### src/mwr_params.svh
// constants for the modulo address wrap block
`ifndef MWR_PARAMS_SVH
`define MWR_PARAMS_SVH
`define MWR_OFF_CONTROL  12'h000
`define MWR_OFF_XSTART   12'h004
`define MWR_OFF_XEND     12'h008
`define MWR_OFF_YSTART   12'h00c
`define MWR_OFF_YEND     12'h010
`define MWR_OFF_STATUS   12'h014
`define MWR_XSEL_LSB     0
`define MWR_YSEL_LSB     4
`define MWR_YEN_BIT      14
`define MWR_XEN_BIT      15
`define MWR_SEL_OFF      4'hf
`define MWR_CTRL_RST     16'h0000
`define MWR_CTRL_INIT    16'h00ff
`define MWR_ADDR_RST     16'h0000
`define MWR_RESP_OKAY    2'b00
`define MWR_RESP_SLVERR  2'b10
`endif

### src/mwr_pkg.sv
// types for the modulo address wrap block
package mwr_pkg;
  typedef enum logic [1:0] {
    MWR_DIR_NONE = 2'b00,
    MWR_DIR_INC  = 2'b01,
    MWR_DIR_DEC  = 2'b10
  } mwr_dir_t;
  typedef enum logic [0:0] {
    MWR_B_IDLE = 1'b0,
    MWR_B_RESP = 1'b1
  } mwr_bstate_t;
endpackage

### src/mwr_top.sv
// modulo address wrap block: buffer registers, axi4-lite slave, x and y wrap logic
//
// Implementation choices: the AXI4-Lite slave port and the register offsets.
`timescale 1ns/1ps
`include "mwr_params.svh"
module mwr_top #(
  parameter int AW = 12  // axi byte address width
) (
  input  wire logic          aclk,
  input  wire logic          aresetn,
  input  wire logic [AW-1:0] s_axi_awaddr,
  input  wire logic          s_axi_awvalid,
  output logic               s_axi_awready,
  input  wire logic [31:0]   s_axi_wdata,
  input  wire logic [3:0]    s_axi_wstrb,
  input  wire logic          s_axi_wvalid,
  output logic               s_axi_wready,
  output logic [1:0]         s_axi_bresp,
  output logic               s_axi_bvalid,
  input  wire logic          s_axi_bready,
  input  wire logic [AW-1:0] s_axi_araddr,
  input  wire logic          s_axi_arvalid,
  output logic               s_axi_arready,
  output logic [31:0]        s_axi_rdata,
  output logic [1:0]         s_axi_rresp,
  output logic               s_axi_rvalid,
  input  wire logic          s_axi_rready,
  // x space address generators (read and write share one buffer, also used for program space)
  input  wire logic [3:0]    x_rd_ptr_sel,
  input  wire logic [15:0]   x_rd_addr,
  input  wire logic [1:0]    x_rd_dir,
  output logic [15:0]        x_rd_addr_out,
  input  wire logic [3:0]    x_wr_ptr_sel,
  input  wire logic [15:0]   x_wr_addr,
  input  wire logic [1:0]    x_wr_dir,
  output logic [15:0]        x_wr_addr_out,
  // y space address generator
  input  wire logic [3:0]    y_ptr_sel,
  input  wire logic [15:0]   y_addr,
  input  wire logic [1:0]    y_dir,
  output logic [15:0]        y_addr_out,
  output logic               x_wrap_hit,
  output logic               y_wrap_hit
);

  logic [15:0] modulo_control_r;  // select fields and enables
  logic [15:0] x_buffer_start_r;  // x buffer bounds
  logic [15:0] x_buffer_end_r;
  logic [15:0] y_buffer_start_r;  // y buffer bounds, start even, end odd once written
  logic [15:0] y_buffer_end_r;
  logic        x_wrap_r;          // sticky-free last-cycle wrap flags
  logic        y_wrap_r;

  // wrap one effective address against a buffer; the end is checked on increment and the start on decrement,
  // so buffers of any length work in either direction
  function automatic logic [16:0] wrap_ea(input logic [15:0] ea, input logic [1:0] dir,
                                          input logic [15:0] lo, input logic [15:0] hi);
    logic [16:0] res;
    res = {1'b0, ea};
    if (dir == mwr_pkg::MWR_DIR_INC && ea > hi) begin
      res = {1'b1, lo};
    end else if (dir == mwr_pkg::MWR_DIR_DEC && ea < lo) begin
      res = {1'b1, hi};
    end
    return res;
  endfunction

  // pointer selects and enables
  wire [3:0] x_sel = modulo_control_r[`MWR_XSEL_LSB +: 4];
  wire [3:0] y_sel = modulo_control_r[`MWR_YSEL_LSB +: 4];
  wire x_on = (x_sel != `MWR_SEL_OFF) && modulo_control_r[`MWR_XEN_BIT];
  wire y_on = (y_sel != `MWR_SEL_OFF) && modulo_control_r[`MWR_YEN_BIT];
  // buffer length in bytes minus one, from the bounds only
  wire [15:0] x_len = x_buffer_end_r - x_buffer_start_r;
  wire [15:0] y_len = y_buffer_end_r - y_buffer_start_r;

  // x read and write generators use the same buffer, program space included
  wire        x_rd_use = x_on && (x_rd_ptr_sel == x_sel);
  wire        x_wr_use = x_on && (x_wr_ptr_sel == x_sel);
  wire [16:0] x_rd_w = wrap_ea(x_rd_addr, x_rd_dir, x_buffer_start_r, x_buffer_end_r);
  wire [16:0] x_wr_w = wrap_ea(x_wr_addr, x_wr_dir, x_buffer_start_r, x_buffer_end_r);
  // y space is word only, so the low bit is cleared before and after
  wire        y_use = y_on && (y_ptr_sel == y_sel);
  wire [15:0] y_ea = {y_addr[15:1], 1'b0};
  wire [16:0] y_w = wrap_ea(y_ea, y_dir, y_buffer_start_r, y_buffer_end_r);

  assign x_rd_addr_out = x_rd_use ? x_rd_w[15:0] : x_rd_addr;
  assign x_wr_addr_out = x_wr_use ? x_wr_w[15:0] : x_wr_addr;
  assign y_addr_out    = y_use ? {y_w[15:1], 1'b0} : y_addr;
  wire x_hit_now = (x_rd_use && x_rd_w[16]) || (x_wr_use && x_wr_w[16]);
  wire y_hit_now = y_use && y_w[16];
  assign x_wrap_hit = x_wrap_r;
  assign y_wrap_hit = y_wrap_r;

  // ---- axi4-lite write path: address and data taken in either order
  logic              aw_held_r;
  logic              w_held_r;
  logic [AW-1:0]     aw_addr_r;
  logic [31:0]       w_data_r;
  logic [3:0]        w_strb_r;
  mwr_pkg::mwr_bstate_t bst_r;
  logic [1:0]        bresp_r;
  assign s_axi_awready = !aw_held_r && (bst_r == mwr_pkg::MWR_B_IDLE);
  assign s_axi_wready  = !w_held_r && (bst_r == mwr_pkg::MWR_B_IDLE);
  wire aw_hs = s_axi_awvalid && s_axi_awready;
  wire w_hs  = s_axi_wvalid && s_axi_wready;
  wire            aw_ok  = aw_held_r || aw_hs;
  wire            w_ok   = w_held_r || w_hs;
  wire            do_wr  = aw_ok && w_ok && (bst_r == mwr_pkg::MWR_B_IDLE);
  wire [AW-1:0]   wa     = aw_held_r ? aw_addr_r : s_axi_awaddr;
  wire [31:0]     wd     = w_held_r ? w_data_r : s_axi_wdata;
  wire [3:0]      ws     = w_held_r ? w_strb_r : s_axi_wstrb;
  wire [15:0]     wmask  = {{8{ws[1]}}, {8{ws[0]}}};
  wire            wa_ok  = (wa[11:0] <= `MWR_OFF_YEND) && (wa[1:0] == 2'b00);
  assign s_axi_bvalid = (bst_r == mwr_pkg::MWR_B_RESP);
  assign s_axi_bresp  = bresp_r;

  // merge a strobed write into a 16-bit register
  function automatic logic [15:0] merge(input logic [15:0] old, input logic [15:0] nw,
                                        input logic [15:0] m);
    return (old & ~m) | (nw & m);
  endfunction

  // write channel holding and response state
  always_ff @(posedge aclk) begin
    if (!aresetn) begin
      aw_held_r <= 1'b0;
      w_held_r  <= 1'b0;
      aw_addr_r <= '0;
      w_data_r  <= 32'h0000_0000;
      w_strb_r  <= 4'h0;
      bst_r     <= mwr_pkg::MWR_B_IDLE;
      bresp_r   <= `MWR_RESP_OKAY;
    end else begin
      if (do_wr) begin
        aw_held_r <= 1'b0;
        w_held_r  <= 1'b0;
        bst_r     <= mwr_pkg::MWR_B_RESP;
        bresp_r   <= wa_ok ? `MWR_RESP_OKAY : `MWR_RESP_SLVERR;
      end else begin
        if (aw_hs) begin
          aw_held_r <= 1'b1;
          aw_addr_r <= s_axi_awaddr;
        end
        if (w_hs) begin
          w_held_r <= 1'b1;
          w_data_r <= s_axi_wdata;
          w_strb_r <= s_axi_wstrb;
        end
        if (s_axi_bvalid && s_axi_bready) begin
          bst_r <= mwr_pkg::MWR_B_IDLE;
        end
      end
    end
  end

  // register file; y start keeps bit 0 clear, y end gets bit 0 set on every write (reset loads 0)
  always_ff @(posedge aclk) begin
    if (!aresetn) begin
      modulo_control_r <= `MWR_CTRL_INIT;
      x_buffer_start_r <= `MWR_ADDR_RST;
      x_buffer_end_r   <= `MWR_ADDR_RST;
      y_buffer_start_r <= `MWR_ADDR_RST;
      y_buffer_end_r   <= `MWR_ADDR_RST;
    end else if (do_wr && wa_ok) begin
      case (wa[11:0])
        `MWR_OFF_CONTROL: modulo_control_r <= merge(modulo_control_r, wd[15:0], wmask);
        `MWR_OFF_XSTART:  x_buffer_start_r <= merge(x_buffer_start_r, wd[15:0], wmask);
        `MWR_OFF_XEND:    x_buffer_end_r   <= merge(x_buffer_end_r, wd[15:0], wmask);
        `MWR_OFF_YSTART:  y_buffer_start_r <= merge(y_buffer_start_r, wd[15:0], wmask) & 16'hfffe;
        `MWR_OFF_YEND:    y_buffer_end_r   <= merge(y_buffer_end_r, wd[15:0], wmask) | 16'h0001;
        default:          modulo_control_r <= modulo_control_r;
      endcase
    end
  end

  // wrap indication, one cycle after the access
  always_ff @(posedge aclk) begin
    if (!aresetn) begin
      x_wrap_r <= 1'b0;
      y_wrap_r <= 1'b0;
    end else begin
      x_wrap_r <= x_hit_now;
      y_wrap_r <= y_hit_now;
    end
  end

  // ---- axi4-lite read path: one read outstanding, answer one cycle after address
  logic        rvalid_r;
  logic [31:0] rdata_r;
  logic [1:0]  rresp_r;
  assign s_axi_arready = !rvalid_r;
  assign s_axi_rvalid  = rvalid_r;
  assign s_axi_rdata   = rdata_r;
  assign s_axi_rresp   = rresp_r;
  wire ar_hs = s_axi_arvalid && s_axi_arready;
  wire ra_ok = (s_axi_araddr[11:0] <= `MWR_OFF_STATUS) && (s_axi_araddr[1:0] == 2'b00);
  logic [15:0] rsel;
  // read mux; status shows live enables and wrap flags, the x length in bits 31:16 and y length bits 11:0 in bits 11:0
  always_comb begin
    rsel = 16'h0000;
    case (s_axi_araddr[11:0])
      `MWR_OFF_CONTROL: rsel = modulo_control_r;
      `MWR_OFF_XSTART:  rsel = x_buffer_start_r;
      `MWR_OFF_XEND:    rsel = x_buffer_end_r;
      `MWR_OFF_YSTART:  rsel = y_buffer_start_r;
      `MWR_OFF_YEND:    rsel = y_buffer_end_r;
      `MWR_OFF_STATUS:  rsel = {y_on, x_on, y_wrap_r, x_wrap_r, 12'h000};
      default:          rsel = 16'h0000;
    endcase
  end
  wire [31:0] rword = (s_axi_araddr[11:0] == `MWR_OFF_STATUS) ? {x_len, rsel} : {16'h0000, rsel};
  wire [15:0] y_len_unused_guard = y_len;

  // read response register
  always_ff @(posedge aclk) begin
    if (!aresetn) begin
      rvalid_r <= 1'b0;
      rdata_r  <= 32'h0000_0000;
      rresp_r  <= `MWR_RESP_OKAY;
    end else if (ar_hs) begin
      rvalid_r <= 1'b1;
      rdata_r  <= ra_ok ? ((s_axi_araddr[11:0] == `MWR_OFF_STATUS) ?
                  {x_len, rsel[15:12], 12'h000} | {16'h0000, 4'h0, y_len_unused_guard[11:0]} : rword) : 32'h0000_0000;
      rresp_r  <= ra_ok ? `MWR_RESP_OKAY : `MWR_RESP_SLVERR;
    end else if (s_axi_rready) begin
      rvalid_r <= 1'b0;
    end
  end

endmodule // mwr_top

### config.mk
export PLATFORM = sky130hd
export DESIGN_NAME = mwr_top
export DESIGN_NICKNAME = d
export VERILOG_FILES = /design/src/mwr_pkg.sv /design/src/mwr_top.sv
export VERILOG_INCLUDE_DIRS = /design/src /design/src/src
export SDC_FILE = /design/constraint.sdc
export NUM_CORES = 1
export LEC_CHECK = 0
export ABC_CLOCK_PERIOD_IN_PS = 2970
export CORE_MARGIN = 1.5
export CORE_UTILIZATION = 55
export CTS_CLUSTER_DIAMETER = 30
export DETAILED_ROUTE_END_ITERATION = 8
export DONT_BUFFER_PORTS = 1
export PLACE_DENSITY = 0.73
export SLEW_MARGIN = 0
export SYNTH_ARGS = -nofsm -noshare
export SYNTH_HDL_FRONTEND = slang
export SYNTH_SLANG_ARGS = --single-unit
### constraint.sdc
create_clock -name aclk -period 2.97 [get_ports aclk]
set_clock_uncertainty 0.2 [all_clocks]
set_input_delay 0.297 -clock aclk [delete_from_list [all_inputs] [get_ports aclk]]
set_output_delay 0.297 -clock aclk [all_outputs]
set_load 0.005 [all_outputs]
## After elaboration in Yosys (flattened, before gate mapping)

Cells that the tools add are included.

| word-level totals | value |
|---|---|
| input bits | 133 |
| output and inout port bits | 91 |
| register bits | 151 |

| operators by class | value |
|---|---|
| equal/unequal tests | 20 |
| reduce and logical (&&, ||, !) cells | 45 |
| muxes and demuxes | 21 |
| bitwise logic cells | 16 |
| magnitude comparators | 8 |
| $add $sub $neg | 2 |

Operator list:

| kind | count |
|---|---|
| 2-to-1 mux 17 bit | 6 |
| bitwise AND 16 bit | 6 |
| one-hot mux 16 bit (6 select lines) | 1 |
| bitwise OR 16 bit | 5 |
| 2-to-1 mux 16 bit | 4 |
| 2-to-1 mux 32 bit | 2 |
| == test 12 x 4 -> 1 bit, second input constant | 4 |
| > comparator 16 bit | 3 |
| < comparator 16 bit | 3 |
| == test 12 x 5 -> 1 bit, second input constant | 3 |
| bitwise OR 32 x 12 -> 32 bit | 1 |
| logical AND 1 bit | 25 |
| == test 12 x 3 -> 1 bit, second input constant | 2 |
| <= comparator 12 x 5 -> 1 bit, second input constant | 2 |
| zero test 12 bit | 2 |
| NOT 16 bit | 1 |
| subtractor 16 bit | 1 |
| AND reduction 2 bit | 7 |
| == test 4 bit | 3 |
| 2-to-1 mux 12 bit | 1 |
| subtractor 12 bit | 1 |
| != test 4 bit, second input constant | 2 |
| == test 2 x 1 -> 1 bit, second input constant | 3 |
| == test 2 bit, second input constant | 3 |
| other kinds (8) | 21 |

## Longest topological paths before layout

| depth | value |
|---|---|
| depth after elaboration | 8 |
| gate-level depth with buffers | 11 |

## Worst setup path after synthesis

OpenSTA, ideal clock, no wires.

| timing | value |
|---|---|
| path kind | register to output |
| start point | register with a tool-made name |
| end point | output port x_rd_addr_out[10] |
| cell stages (with the launch flop) | 11 |
| required time | 2.473 ns |
| arrival time | 2.532 ns |
| path slack | -0.059 ns |
| cell sequence | dfxtp_1 -> inv_1 -> ha_1 -> nor2b_1 -> o211ai_1 -> a2111o_1 -> o211ai_1 -> nand4b_1 -> a21boi_1 -> buf_2 -> a2bb2oi_1 |

RTL lines:

| item | RTL line | RTL |
|---|---|---|
| to (decl) | mwr_top.sv:32 | `output logic [15:0] x_rd_addr_out,` |

==> flow_metrics.tcl <==
set metrics [dict create \
    status "complete, but fails checks" \
    violations "setup timing" \
    r2r-end "x_wrap_hit" \
    power_mw 4.74 \
    wl_per_cell_um 22.1 \
    layout_common_cells "nand2_1 (171), dfxtp_1 (123), buf_4 (102)" \
    cp-end-kind "output port" \
    root_buffer "clkbuf_16" \
    post-route-min-period_ns 3.25 \
    grt_max_degree 129 \
    grt_remaining_overflow 0 \
    rrSetupSlack_ns -0.06 \
    synth-seq-cells 149 \
    synthDistinctLibCells 67 \
    die_area_um2 20200 \
    place.gp.congestion 0.959 \
    die_x_um 142 \
    maxSlewHeadroom 0.464 \
    r2r_cells 15 \
    ant_nets 0 \
    grt_pass1_wl_um 54600 \
    startpoint_type "register" \
    ys.warnings.count 0 \
    min_to "s_axi_rresp[1]" \
    finalCritPeriodShare 1.10 \
    insertion_delay_ns 0.43 \
    dp_hpwl_um 26400 \
    vias 10900 \
    antenna_found_initial 0 \
    setup_viol 46 \
    synth-edff-count 0 \
    syn2layout_area_growth_pct 29.4 \
    placementRows 50 \
    holdCritStartpoint "s_axi_araddr[4]" \
    io_buffers 0 \
    drtPass1Iterations 6 \
    drv_slew 0 \
    yosysTopAreaCell "dfxtp_1" \
    numCtsBuffers 17 \
    fmax_mhz 307 \
    syn_inst 1302 \
    clk_pin_slew_ns 0.07 \
    yosysTopAreaCellShare 0.281 \
    grt_use_total 0.353 \
    tightestPinTransition_ns 0.782 \
    power_density_nw_per_um2 344 \
    rsz0062_at_grt "yes" \
    ctsLongestPathBuffers 2 \
    grt_pass1_vias 10200 \
    cts_sinks 149 \
    synth_flop_cell "dfxtp_1" \
    routed_via_density 6.46 \
    routed_wl_um 37300 \
    holdPathStages 3 \
    finalHoldViolations 0 \
    drive_above_1_share 0.243 \
    cp.arrival_ns 2.76 \
    fin_area_um2 13800 \
    diodes 0 \
    peakVddDrop_v 0.000407 \
    drc 0 \
    synth.cell_area_um2 10600 \
    placed_area_um2 11400 \
    worstSetupPathType "reg -> out" \
    p_leak_nw 5.99 \
    yosysSeqAreaShare 0.281 \
    ios 224 \
    dieHeight_um 142 \
    crit_path_max_fanout 3 \
    nNetsFinal 1664 \
    worstHoldPathType "in -> reg" \
    cts_max_level 4 \
    cts_tree "yes" \
    maxCapViolations 0 \
    layout_commonest_cell "nand2_1" \
    postSynthAreaPerCell_um2 8.16 \
    required_ns 2.47 \
    finalSetupTns_ns -5.31 \
    start_util 0.564 \
    core_area_um2 18800 \
    setup_ws_ns -0.284 \
    drt_first_iter_violations 943 \
    synthTopCellsByArea "dfxtp_1 (28%), ha_1 (14%), o211a_1 (6.8%)" \
    ys_async_sr_fraction 0 \
]
power breakdown:
part,internal [mW],switching [mW],total [mW]
Sequential,2.02,0.0209,2.04
Combinational,0.293,0.365,0.657
Clock,1.09,0.944,2.04
worst max-delay path, cell delays in order (launching register included):
cell and delay (ns):
dfxtp_2 0.34, inv_2 0.05, ha_4 0.26, nor2b_4 0.13, o211ai_1 0.17, a2111o_1 0.40
o211ai_1 0.10, nand4b_1 0.19, a21boi_2 0.22, buf_4 0.16, a2bb2oi_2 0.18, buf_4 0.14
logic make-up (layout without fill, tap and decap cells):
logic type | Yosys count | in the layout | share of synthesized area
xor gates and xnor gates | 36 | 36 | 0.0297
and+or+nand+nor | 396 | 397 | 0.178
adders and majority gates | 118 | 118 | 0.140
buffers and inverters | 158 | 280 | 0.0590
muxes | 44 | 44 | 0.0474
AOI/OAI and AO/OA | 400 | 400 | 0.264
DFF | 149 | 149 | 0.281
other | 1 | 2 | 0.000353
worst max-delay path by stage:
stage              from                 to  slack (ns)  depth (start not counted)
2_1_floorplan  register  x_rd_addr_out[10]        0.05                         10
3_3_place_gp   register    s_axi_rdata[28]        0.16                         11
3_5_place_dp   register    s_axi_rdata[28]        0.09                         11
4_1_cts        register  x_rd_addr_out[10]       -0.21                         11
5_1_grt        register  x_rd_addr_out[10]       -0.35                         11
6_report       register  x_rd_addr_out[10]       -0.28                         11
per-stage QoR:
step / cells / utilization / worst slack [ns] / hold WS [ns]
after global placement: 1590 / 0.603 / 0.155 / 0.208
after CTS: 1677 / 0.686 / -0.212 / 0.00756
final: 1686 / 0.730 / -0.284 / 0.0186
after global routing: 1686 / 0.730 / -0.348 / 0.0457
after floorplan: 1303 / - / 0.0452 / 0.234
after detailed placement: 1590 / 0.603 / 0.0908 / 0.208
metal layers:
layer,part of all wire,up-vias,GRT usage
met1,0.40,5168,0.451
met3,0.092,134,0.0727
li1,-,4971,-
met2,0.46,623,0.566
met5,0,-,0
met4,0.052,0,0.179
area by class of cell:
cell class | count | area, um2
clock buffer | 18 | 429
clock inverter | 14 | 119
fill | 1329 | 5070
inverter | 96 | 365
multi-input combinational | 997 | 8150
sequential | 149 | 3020
tap | 260 | 325
timing repair buffer | 152 | 1340
repair_timing:
item	4_1_cts	5_1_grt
hold buffers	37	0
cloned	4	2
setup buffers	14	8
setup endpoints to repair	47	50
pin swaps	10	44
endpoints found under the hold margin	133	0
gates resized for setup	99	173
synthesized netlist by cell type, types with 9 or more instances:
cell	n
clkbuf_1	43
xnor2_1	21
ha_1	116
nand2_1	172
and2_1	12
o22ai_1	59
nand3_1	15
nor2b_1	27
mux2i_1	38
nand4_1	20
o211a_1	72
xor2_1	15
a21o_1	9
nand2b_1	16
a21oi_1	75
a21boi_0	22
a22oi_1	22
a2bb2oi_1	16
dfxtp_1	149
inv_1	96
o21ai_1	10
buf_2	9
nor3_1	11
o21ai_0	58
nor2_1	78
(Power assumes the default switching activity.)
